## config.mk

```make
export PLATFORM = sky130hd
export DESIGN_NAME = tcx_counter
export DESIGN_NICKNAME = d
export VERILOG_FILES = /design/src/hw/tcx_pkg.sv /design/src/hw/tcx_counter.sv
export SDC_FILE = /design/constraint.sdc
export NUM_CORES = 1
export LEC_CHECK = 0
export BUFFER_PORTS_ARGS = -buffer_cell sky130_fd_sc_hd__buf_2
export CORE_ASPECT_RATIO = 0.75
export CORE_MARGIN = 3
export CORE_UTILIZATION = 30
export DETAILED_ROUTE_END_ITERATION = 8
export PLACE_DENSITY_LB_ADDON = 0.12
export SETUP_SLACK_MARGIN = 0.15
export SLEW_MARGIN = 10
export SYNTH_ARGS = -nofsm -noshare
export SYNTH_HDL_FRONTEND = slang
export SYNTH_SLANG_ARGS = --single-unit
```

## constraint.sdc

```tcl
create_clock -name pclk -period 5.05 [get_ports pclk]
set_input_delay 0.2525 -clock pclk [delete_from_list [all_inputs] [get_ports pclk]]
set_output_delay 0.2525 -clock pclk [all_outputs]
set_load 0.01 [all_outputs]
```

## src/hw/tcx_pkg.sv

```systemverilog
/*
  Constants for the two-input preset counter: register map, field
  positions, reset values, mode encodings and timing figures.
  Assumes a 10 MHz register clock.
*/
package tcx_pkg;
  localparam int CLK_KHZ = 10000;
  localparam int SHOT_MS = 1000;
  localparam int SHOT_CYC = SHOT_MS * CLK_KHZ;

  localparam logic [7:0] A_CTRL = 8'h00;
  localparam logic [7:0] A_COUNT = 8'h04;
  localparam logic [7:0] A_SET1 = 8'h08;
  localparam logic [7:0] A_SET2 = 8'h0C;
  localparam logic [7:0] A_STAT = 8'h10;

  localparam int CTL_IM = 0;
  localparam int CTL_O1 = 3;
  localparam int CTL_O2 = 5;
  localparam int CTL_CLR = 8;

  localparam int ST_OUT1 = 0;
  localparam int ST_OUT2 = 1;
  localparam int ST_FIRST = 2;
  localparam int ST_SECOND = 3;

  localparam logic [31:0] COUNT_RST = 32'h0000_0000;
  localparam logic [31:0] SET_RST = 32'h0000_0000;

  typedef enum logic [2:0] {
    IM_UP = 3'h0,
    IM_DOWN = 3'h1,
    IM_DIR = 3'h3,
    IM_SEP = 3'h2,
    IM_PHASE = 3'h6
  } tcx_inmode_t;

  typedef enum logic [2:0] {
    OM_HOLD_A = 3'h0,
    OM_HOLD_B = 3'h1,
    OM_HOLD_C = 3'h2,
    OM_HOLD_D = 3'h3,
    OM_SHOT_A = 3'h4,
    OM_SHOT_B = 3'h5,
    OM_SHOT_C = 3'h6,
    OM_SHOT_D = 3'h7
  } tcx_outmode_t;
endpackage : tcx_pkg

```

## src/hw/tcx_counter.sv

```systemverilog
/*
  Two-input preset counter: input synchronisers, the input modes
  (gated up, gated down, direction, separate up/down, phase), two
  set values with their output modes, and an APB register slave.
  Assumes the pulse sources respect the minimum signal width and
  that the bus master follows APB signalling.
*/
`timescale 1ns/1ns
`default_nettype none

// Behaviour
// RULE1 - Down mode: second input pulses decrement; first input high blocks them.
// RULE2 - Direction mode: first input counts, second low adds, high subtracts.
// RULE3 - Source keeps direction change well ahead of the next counting edge.
// RULE4 - Separate mode: first input increments, second input decrements.
// RULE5 - Separate mode: both inputs accepted at any time, fully independent; edges on both in one cycle cancel here, count unchanged.
// RULE6 - Phase mode: first leading adds, second leading subtracts.
// RULE7 - Source keeps the phase offset above the minimum signal width.
// RULE8 - Set value 1 offers four output modes: over count I-III, one shot.
// RULE9 - Set value 2 offers eight output modes, hold, over, recount, shot.
// RULE10 - Source pulses stay above the minimum width of the chosen speed.
// RULE11 - Gated modes: one input blocks counts of the other input.
// RULE12 - Inputs synchronised; one count per qualified edge, applied next cycle.
module tcx_counter #(
  parameter int CW = 16,
  parameter int TW = 24,
  parameter int SHOT_CYCLES = tcx_pkg::SHOT_CYC
) (
  input wire logic pclk,
  input wire logic presetn,
  input wire logic ce,
  input wire logic psel,
  input wire logic penable,
  input wire logic pwrite,
  input wire logic [7:0] paddr,
  input wire logic [31:0] pwdata,
  output logic [31:0] prdata,
  output logic pready,
  output logic pslverr,
  input wire logic first_pulse_input,
  input wire logic second_pulse_input,
  output logic ctrl_out1,
  output logic ctrl_out2
);

  typedef struct packed {
    logic [2:0] sa;
    logic [2:0] sb;
    logic fa;
    logic fb;
    logic ra;
    logic rb;
    tcx_pkg::tcx_inmode_t im;
    logic [1:0] o1m;
    tcx_pkg::tcx_outmode_t o2m;
    logic [CW-1:0] count;
    logic [CW-1:0] set1;
    logic [CW-1:0] set2;
    logic out1;
    logic out2;
    logic [TW-1:0] tmr1;
    logic [TW-1:0] tmr2;
    logic pready;
    logic pslverr;
    logic [31:0] prdata;
  } tcx_state_t;

  localparam logic [TW-1:0] SHOT_LEN = TW'(SHOT_CYCLES);
  localparam logic [TW-1:0] TMR_LAST = TW'(1);

  tcx_state_t q;
  tcx_state_t n;
  logic up;
  logic dn;
  logic blk;
  logic chg;
  logic hit1;
  logic hit2;
  logic rc;
  logic wr;
  logic prep;
  logic err;
  logic quiet;
  logic [CW-1:0] cnt_s;
  logic [31:0] rsel;
  tcx_pkg::tcx_outmode_t m1;

  // Set value 1 only has four of the eight output modes.
  function automatic tcx_pkg::tcx_outmode_t o1_map(
    input logic [1:0] f
  );
    case (f)
      2'h0: o1_map = tcx_pkg::OM_HOLD_B;
      2'h1: o1_map = tcx_pkg::OM_HOLD_C;
      2'h2: o1_map = tcx_pkg::OM_HOLD_D;
      default: o1_map = tcx_pkg::OM_SHOT_A;
    endcase
  endfunction : o1_map

  function automatic logic is_shot(input tcx_pkg::tcx_outmode_t m);
    is_shot = m[2];
  endfunction : is_shot

  // Next {output, shot timer} of one set-value comparator.
  function automatic logic [TW:0] out_nxt(
    input tcx_pkg::tcx_outmode_t m,
    input logic o,
    input logic [TW-1:0] t,
    input logic hit,
    input logic step,
    input logic ge
  );
    logic on;
    logic [TW-1:0] tn;
    on = o;
    tn = t;
    case (m)
      tcx_pkg::OM_HOLD_A, tcx_pkg::OM_HOLD_B: on = o | hit;
      tcx_pkg::OM_HOLD_C: begin
        if (hit) begin
          on = 1'b1;
        end else if (step) begin
          on = 1'b0;
        end
      end
      tcx_pkg::OM_HOLD_D: on = ge;
      default: begin
        if (hit) begin
          on = 1'b1;
          tn = SHOT_LEN;
        end else if (t > TMR_LAST) begin
          tn = t - TMR_LAST;
        end else if (t == TMR_LAST) begin
          tn = '0;
          on = 1'b0;
        end
      end
    endcase
    out_nxt = {on, tn};
  endfunction : out_nxt

  always_comb begin
    n = q;
    n.pready = 1'b0;
    m1 = o1_map(q.o1m);
    wr = psel & penable & pwrite & q.pready & ~q.pslverr;
    prep = psel & penable & ~q.pready;

    // Three-stage synchronisers; a level is accepted once the
    // second and third stages agree, which also rejects one-cycle
    // glitches that slip past the first stage.
    n.sa = {q.sa[1:0], first_pulse_input};
    n.sb = {q.sb[1:0], second_pulse_input};
    if (q.sa[1] == q.sa[2]) begin
      n.fa = q.sa[2]; // see RULE12
    end
    if (q.sb[1] == q.sb[2]) begin
      n.fb = q.sb[2]; // see RULE12
    end
    n.ra = n.fa & ~q.fa; // see RULE12
    n.rb = n.fb & ~q.fb; // see RULE12

    // Count decision, one cycle after the qualified edge.
    up = 1'b0;
    dn = 1'b0;
    case (q.im)
      tcx_pkg::IM_UP: up = q.ra & ~q.fb; // see RULE11
      tcx_pkg::IM_DOWN: dn = q.rb & ~q.fa; // see RULE1 see RULE11
      tcx_pkg::IM_DIR: begin
        up = q.ra & ~q.fb; // see RULE2
        dn = q.ra & q.fb; // see RULE2
      end
      tcx_pkg::IM_SEP: begin
        up = q.ra; // see RULE4 see RULE5
        dn = q.rb; // see RULE4 see RULE5
      end
      tcx_pkg::IM_PHASE: begin
        up = q.ra & ~q.fb; // see RULE6
        dn = q.rb & ~q.fa; // see RULE6
      end
      default: ;
    endcase

    // Hold-count modes freeze the count while output 2 is on.
    blk = q.out2 & ((q.o2m == tcx_pkg::OM_HOLD_A) |
                    (q.o2m == tcx_pkg::OM_SHOT_D)); // see RULE9
    chg = (up ^ dn) & ~blk;
    cnt_s = q.count;
    if (chg & up) begin
      cnt_s = q.count + CW'(1); // see RULE12
    end else if (chg) begin
      cnt_s = q.count - CW'(1); // see RULE12
    end
    hit1 = chg & (cnt_s == q.set1);
    hit2 = chg & (cnt_s == q.set2);

    {n.out1, n.tmr1} = out_nxt(m1, q.out1, q.tmr1, hit1, chg,
                               cnt_s >= q.set1); // see RULE8
    {n.out2, n.tmr2} = out_nxt(q.o2m, q.out2, q.tmr2, hit2, chg,
                               cnt_s >= q.set2); // see RULE9
    n.count = cnt_s;

    // Recount I restarts at once, recount II when the shot ends.
    rc = 1'b0;
    if ((q.o2m == tcx_pkg::OM_SHOT_B) && hit2) begin
      rc = 1'b1; // see RULE9
    end
    if ((q.o2m == tcx_pkg::OM_SHOT_C) && (q.tmr2 == TMR_LAST)) begin
      rc = 1'b1; // see RULE9
    end
    if (rc) begin
      n.count = '0;
    end
    quiet = ~wr & ~rc;

    // Register read mux and address decode.
    rsel = '0;
    err = 1'b0;
    case (paddr)
      tcx_pkg::A_CTRL: begin
        rsel[tcx_pkg::CTL_IM +: 3] = q.im;
        rsel[tcx_pkg::CTL_O1 +: 2] = q.o1m;
        rsel[tcx_pkg::CTL_O2 +: 3] = q.o2m;
      end
      tcx_pkg::A_COUNT: rsel = 32'(q.count);
      tcx_pkg::A_SET1: rsel = 32'(q.set1);
      tcx_pkg::A_SET2: rsel = 32'(q.set2);
      tcx_pkg::A_STAT: begin
        rsel[tcx_pkg::ST_OUT1] = q.out1;
        rsel[tcx_pkg::ST_OUT2] = q.out2;
        rsel[tcx_pkg::ST_FIRST] = q.fa;
        rsel[tcx_pkg::ST_SECOND] = q.fb;
      end
      default: err = 1'b1;
    endcase
    if (prep) begin
      n.pready = 1'b1;
      n.pslverr = err;
      n.prdata = pwrite ? 32'h0000_0000 : rsel;
    end

    // A bus write takes effect at the completing edge and wins
    // over any count made in the same cycle.
    if (wr) begin
      case (paddr)
        tcx_pkg::A_CTRL: begin
          n.im = tcx_pkg::tcx_inmode_t'(pwdata[tcx_pkg::CTL_IM +: 3]);
          n.o1m = pwdata[tcx_pkg::CTL_O1 +: 2]; // see RULE8
          n.o2m = tcx_pkg::tcx_outmode_t'(
            pwdata[tcx_pkg::CTL_O2 +: 3]); // see RULE9
          if (pwdata[tcx_pkg::CTL_CLR]) begin
            n.count = '0;
            n.out1 = 1'b0;
            n.out2 = 1'b0;
            n.tmr1 = '0;
            n.tmr2 = '0;
          end
        end
        tcx_pkg::A_COUNT: begin
          n.count = pwdata[CW-1:0];
          n.out1 = 1'b0;
          n.out2 = 1'b0;
          n.tmr1 = '0;
          n.tmr2 = '0;
        end
        tcx_pkg::A_SET1: n.set1 = pwdata[CW-1:0];
        tcx_pkg::A_SET2: n.set2 = pwdata[CW-1:0];
        default: n.pslverr = q.pslverr;
      endcase
    end
  end

  always_ff @(posedge pclk or negedge presetn) begin
    if (!presetn) begin
      q <= '0;
      q.count <= tcx_pkg::COUNT_RST[CW-1:0];
      q.set1 <= tcx_pkg::SET_RST[CW-1:0];
      q.set2 <= tcx_pkg::SET_RST[CW-1:0];
    end else if (ce) begin
      q <= n;
    end
  end

  assign prdata = q.prdata;
  assign pready = q.pready;
  assign pslverr = q.pslverr;
  assign ctrl_out1 = q.out1;
  assign ctrl_out2 = q.out2;
endmodule : tcx_counter

`default_nettype wire

```

==> impl_results.md <==
- Outcome: completed
- RSZ-0062 raised after global routing: false
- Syn Area/Cell: 8.77 um^2
- Die Y: 158 um
- Clk Latency, worst-skew pair: 0.44 ns
- Post-synth EDFFs: 0
- Unique masters post-synth: 86
- Final Hold Vio Count: 0
- Setup-failing EPs final: 0
- CP Launch Point: q[137]$_DFFE_PN0P_
- Port bufs: 51
- Clock transition at path regs: 0.07 ns
- Final Max Tran Viols: 0
- Initial antenna violation count: 0
- Row count: 54
- Core area: 0.0296 mm^2
- Final TNS setup: 0 ns
- CTS Sinks: 134
- Synthesized area: 0.00919 mm^2
- P&R area growth vs syn: 13.1%
- Routed Antenna Nets: 0
- Crit path largest cell delay: 0.56 ns
- Power Dens Cells: 317 mW/mm^2
- Routed length on met1: 16.9 mm
- Max FO, Critical Path: 7
- CP cell instances: or3b_1 -> a211o_4 -> and4_4 -> nor4_2 -> a31oi_1 -> o31a_1 -> or2_2 -> ha_4 -> nand4_1 -> or2_4 -> or4_4 -> a21oi_4 -> buf_4 -> o31ai_1 -> and3_1 -> a221o_1
- Post-synthesis register bit count: 134
- Final WL: 30.6 mm
- Layout cells sized above 1: 0.178
- Via/cell ratio: 5.57
- Nets: 1156
- Vias in the first global route: 7793
- Drt wl/cell: 20.7 um
- Slew HR: 0.292
- Critical path startpoint category: register
- WL met3: 1.74 mm
- CTS root buf: clkbuf_16
- Tightest Pin Transition: 1.05 ns
- Global route overflow: 0
- Drt pass-1 iters: 6
- Fmax: 211 MHz
- Syn Inst Count: 1048
- IO Count: 84
- Slowest cell on the critical path: or4_4
- WS Path Type: reg2reg
- Routability cong.: 0.931
- Highest metal used: met4
- Initial core utilization: 0.311
- Post-DP HPWL: 21.9 mm
- Worst VDD drop: 0.000193 V
- Part of the Yosys area used for sequential elements: 0.365
- Inserted Diodes: 0
- Post-route insts no fill: 1475
- Post-layout minimum cycle time: 4.73 ns
- Die ar.: 0.0328 mm^2
- Top delay family on crit path: simple AND/OR/NAND/NOR gates
- Commonest cells after routing, fill and taps aside: 132 x dfrtp_1, 101 x nand2_1, 93 x o21ai_0
- First-pass GRT wire length: 48.4 mm
- H-Tree Depth: 4
- Critical path arrival: 5.05 ns
- Iter 0 DRT Violations: 837
- Final period util: 0.937
- Total GRT Usage: 0.189
- LEAKAGE: 0.00448 uW
- Worst flop-to-flop path startpoint: q[137]$_DFFE_PN0P_
- Max-Cap Viols: 0
- Beginning of the worst hold path: first_pulse_input
- DR WL met2: 11.7 mm
- Vias: 8211
- Asr flop ratio synth: 1.00
- Warnings from Yosys: 0
- Skew final: 0.0126 ns
- Synth Flop Type: dfrtp_1
- Crit. End Element: register
- Hold Crit Class: in2reg
- Largest net degree at the start of global routing: 50
- Commonest non-fill, non-tap cell in the layout: dfrtp_1
- Cells after DPL: 1440
- Crit path buf inv count: 1
- Die boundary width: 208 um
- CTS tree: built
- Drt drc: 0
- Clk buf depth: 2
- TritonCTS Buffers: 17
- CP required: 5.37 ns
-- flip-flops by register name, summed over array words and instances, names as in the netlist --
register	cells
pslverr	1
q	110
ctrl_out2	1
prdata	16
ctrl_out1	1
pready	1
n	4
-- through the flow --
stage | cell area, um^2 | utilization | setup WS, ns | hold slack (ns) | total power [uW]
6_report | 10400 | 0.351 | 0.320 | 0.0379 | 3290
3_5_place_dp | 9720 | 0.329 | 0.266 | 0.212 | 2000
2_1_floorplan | 9250 | - | 0.808 | -0.0431 | 1740
4_1_cts | 10300 | 0.349 | 0.213 | 0.0232 | 3300
3_3_place_gp | 9720 | 0.329 | 0.305 | 0.209 | 2000
5_1_grt | 10400 | 0.351 | 0.191 | 0.0272 | 3470
-- cell usage after synthesis (3+ instances only) --
| library cell | instances | area share |
|---|---|---|
| a211oi_1 | 5 | 0.0041 |
| a21o_1 | 11 | 0.0090 |
| a21oi_1 | 47 | 0.026 |
| a221o_1 | 4 | 0.0044 |
| a221oi_1 | 3 | 0.0029 |
| a22o_1 | 14 | 0.013 |
| a22oi_1 | 20 | 0.016 |
| a31o_2 | 4 | 0.0038 |
| a31oi_1 | 8 | 0.0054 |
| a32o_1 | 4 | 0.0044 |
| and2_1 | 8 | 0.0054 |
| and3_1 | 17 | 0.012 |
| buf_1 | 5 | 0.0020 |
| buf_2 | 12 | 0.0065 |
| buf_4 | 34 | 0.028 |
| clkbuf_1 | 41 | 0.017 |
| dfrtp_1 | 134 | 0.36 |
| ha_1 | 38 | 0.052 |
| inv_1 | 56 | 0.023 |
| mux2_2 | 29 | 0.036 |
| mux4_2 | 8 | 0.020 |
| nand2_1 | 101 | 0.041 |
| nand2b_1 | 4 | 0.0027 |
| nand3_1 | 33 | 0.018 |
| nand3b_1 | 3 | 0.0024 |
| nand4_1 | 21 | 0.014 |
| nor2_1 | 57 | 0.023 |
| nor2b_1 | 10 | 0.0068 |
| nor3_1 | 30 | 0.016 |
| nor4_1 | 28 | 0.019 |
| nor4b_1 | 5 | 0.0048 |
| o211ai_1 | 5 | 0.0041 |
| o21a_1 | 3 | 0.0024 |
| o21ai_0 | 93 | 0.051 |
| o21ai_1 | 4 | 0.0022 |
| o22ai_1 | 4 | 0.0027 |
| o2bb2ai_1 | 15 | 0.014 |
| o311ai_0 | 8 | 0.0076 |
| o31a_1 | 4 | 0.0038 |
| o31ai_1 | 18 | 0.015 |
| or2_2 | 6 | 0.0041 |
| or3_1 | 14 | 0.0095 |
| or4_1 | 11 | 0.0090 |
| xnor2_1 | 9 | 0.0086 |
| xor2_1 | 6 | 0.0057 |
-- logic make-up after synthesis --
logic type,Yosys count,share of synthesized area
xor+xnor,15,0.0143
buf+inv,152,0.0778
mux,39,0.0573
compound gates,301,0.224
other cells,1,0.000408
fa+ha+maj,38,0.0517
flops,134,0.365
simple gates,368,0.210
-- cell type report --
class                   instances  area [um^2]
clock buffers                  18          439
well taps                     392          490
repair buffers                 82          500
fillers                      3074        19200
multi-input cells             777         5250
flip-flops and latches        134         3360
clock inverters                14          150
inverters                      58          218
-- final timing paths --
kind	end	slack, ns	depth (start not counted)
setup / recovery	q[79]$_DFFE_PN0P_	0.32	16
hold / removal	n[148]$_DFFE_PN0P_	0.04	2
setup reg to reg	q[79]$_DFFE_PN0P_	0.32	16
hold reg to reg	prdata[12]$_DFFE_PN0P_	0.47	2
max in group asynchronous	q[142]$_DFFE_PN0P_	3.71	3
min in group asynchronous	prdata[11]$_DFFE_PN0P_	0.29	2
-- per-layer routing --
layer | track usage | vias up
li1 | - | 3905
met1 | 0.310 | 4073
met2 | 0.247 | 211
met3 | 0.0374 | 22
met4 | 0.0417 | 0
met5 | 0 | -
-- report_power, final --
group | switching, uW | total, uW | leakage (uW) | internal, uW
Sequential | 117 | 1270 | 0.00169 | 1150
Clock | 543 | 1290 | 0.000283 | 743
Combinational | 455 | 741 | 0.00250 | 285
-- timing repair --
action / 4_1_cts / 5_1_grt
hold buffers: 1 / 0
buffers inserted: 0 / 2
endpoints found under the setup margin: 0 / 39
resized for setup: 0 / 13
hold endpoints to repair: 41 / 0
Power figures use the tool's default switching activity.
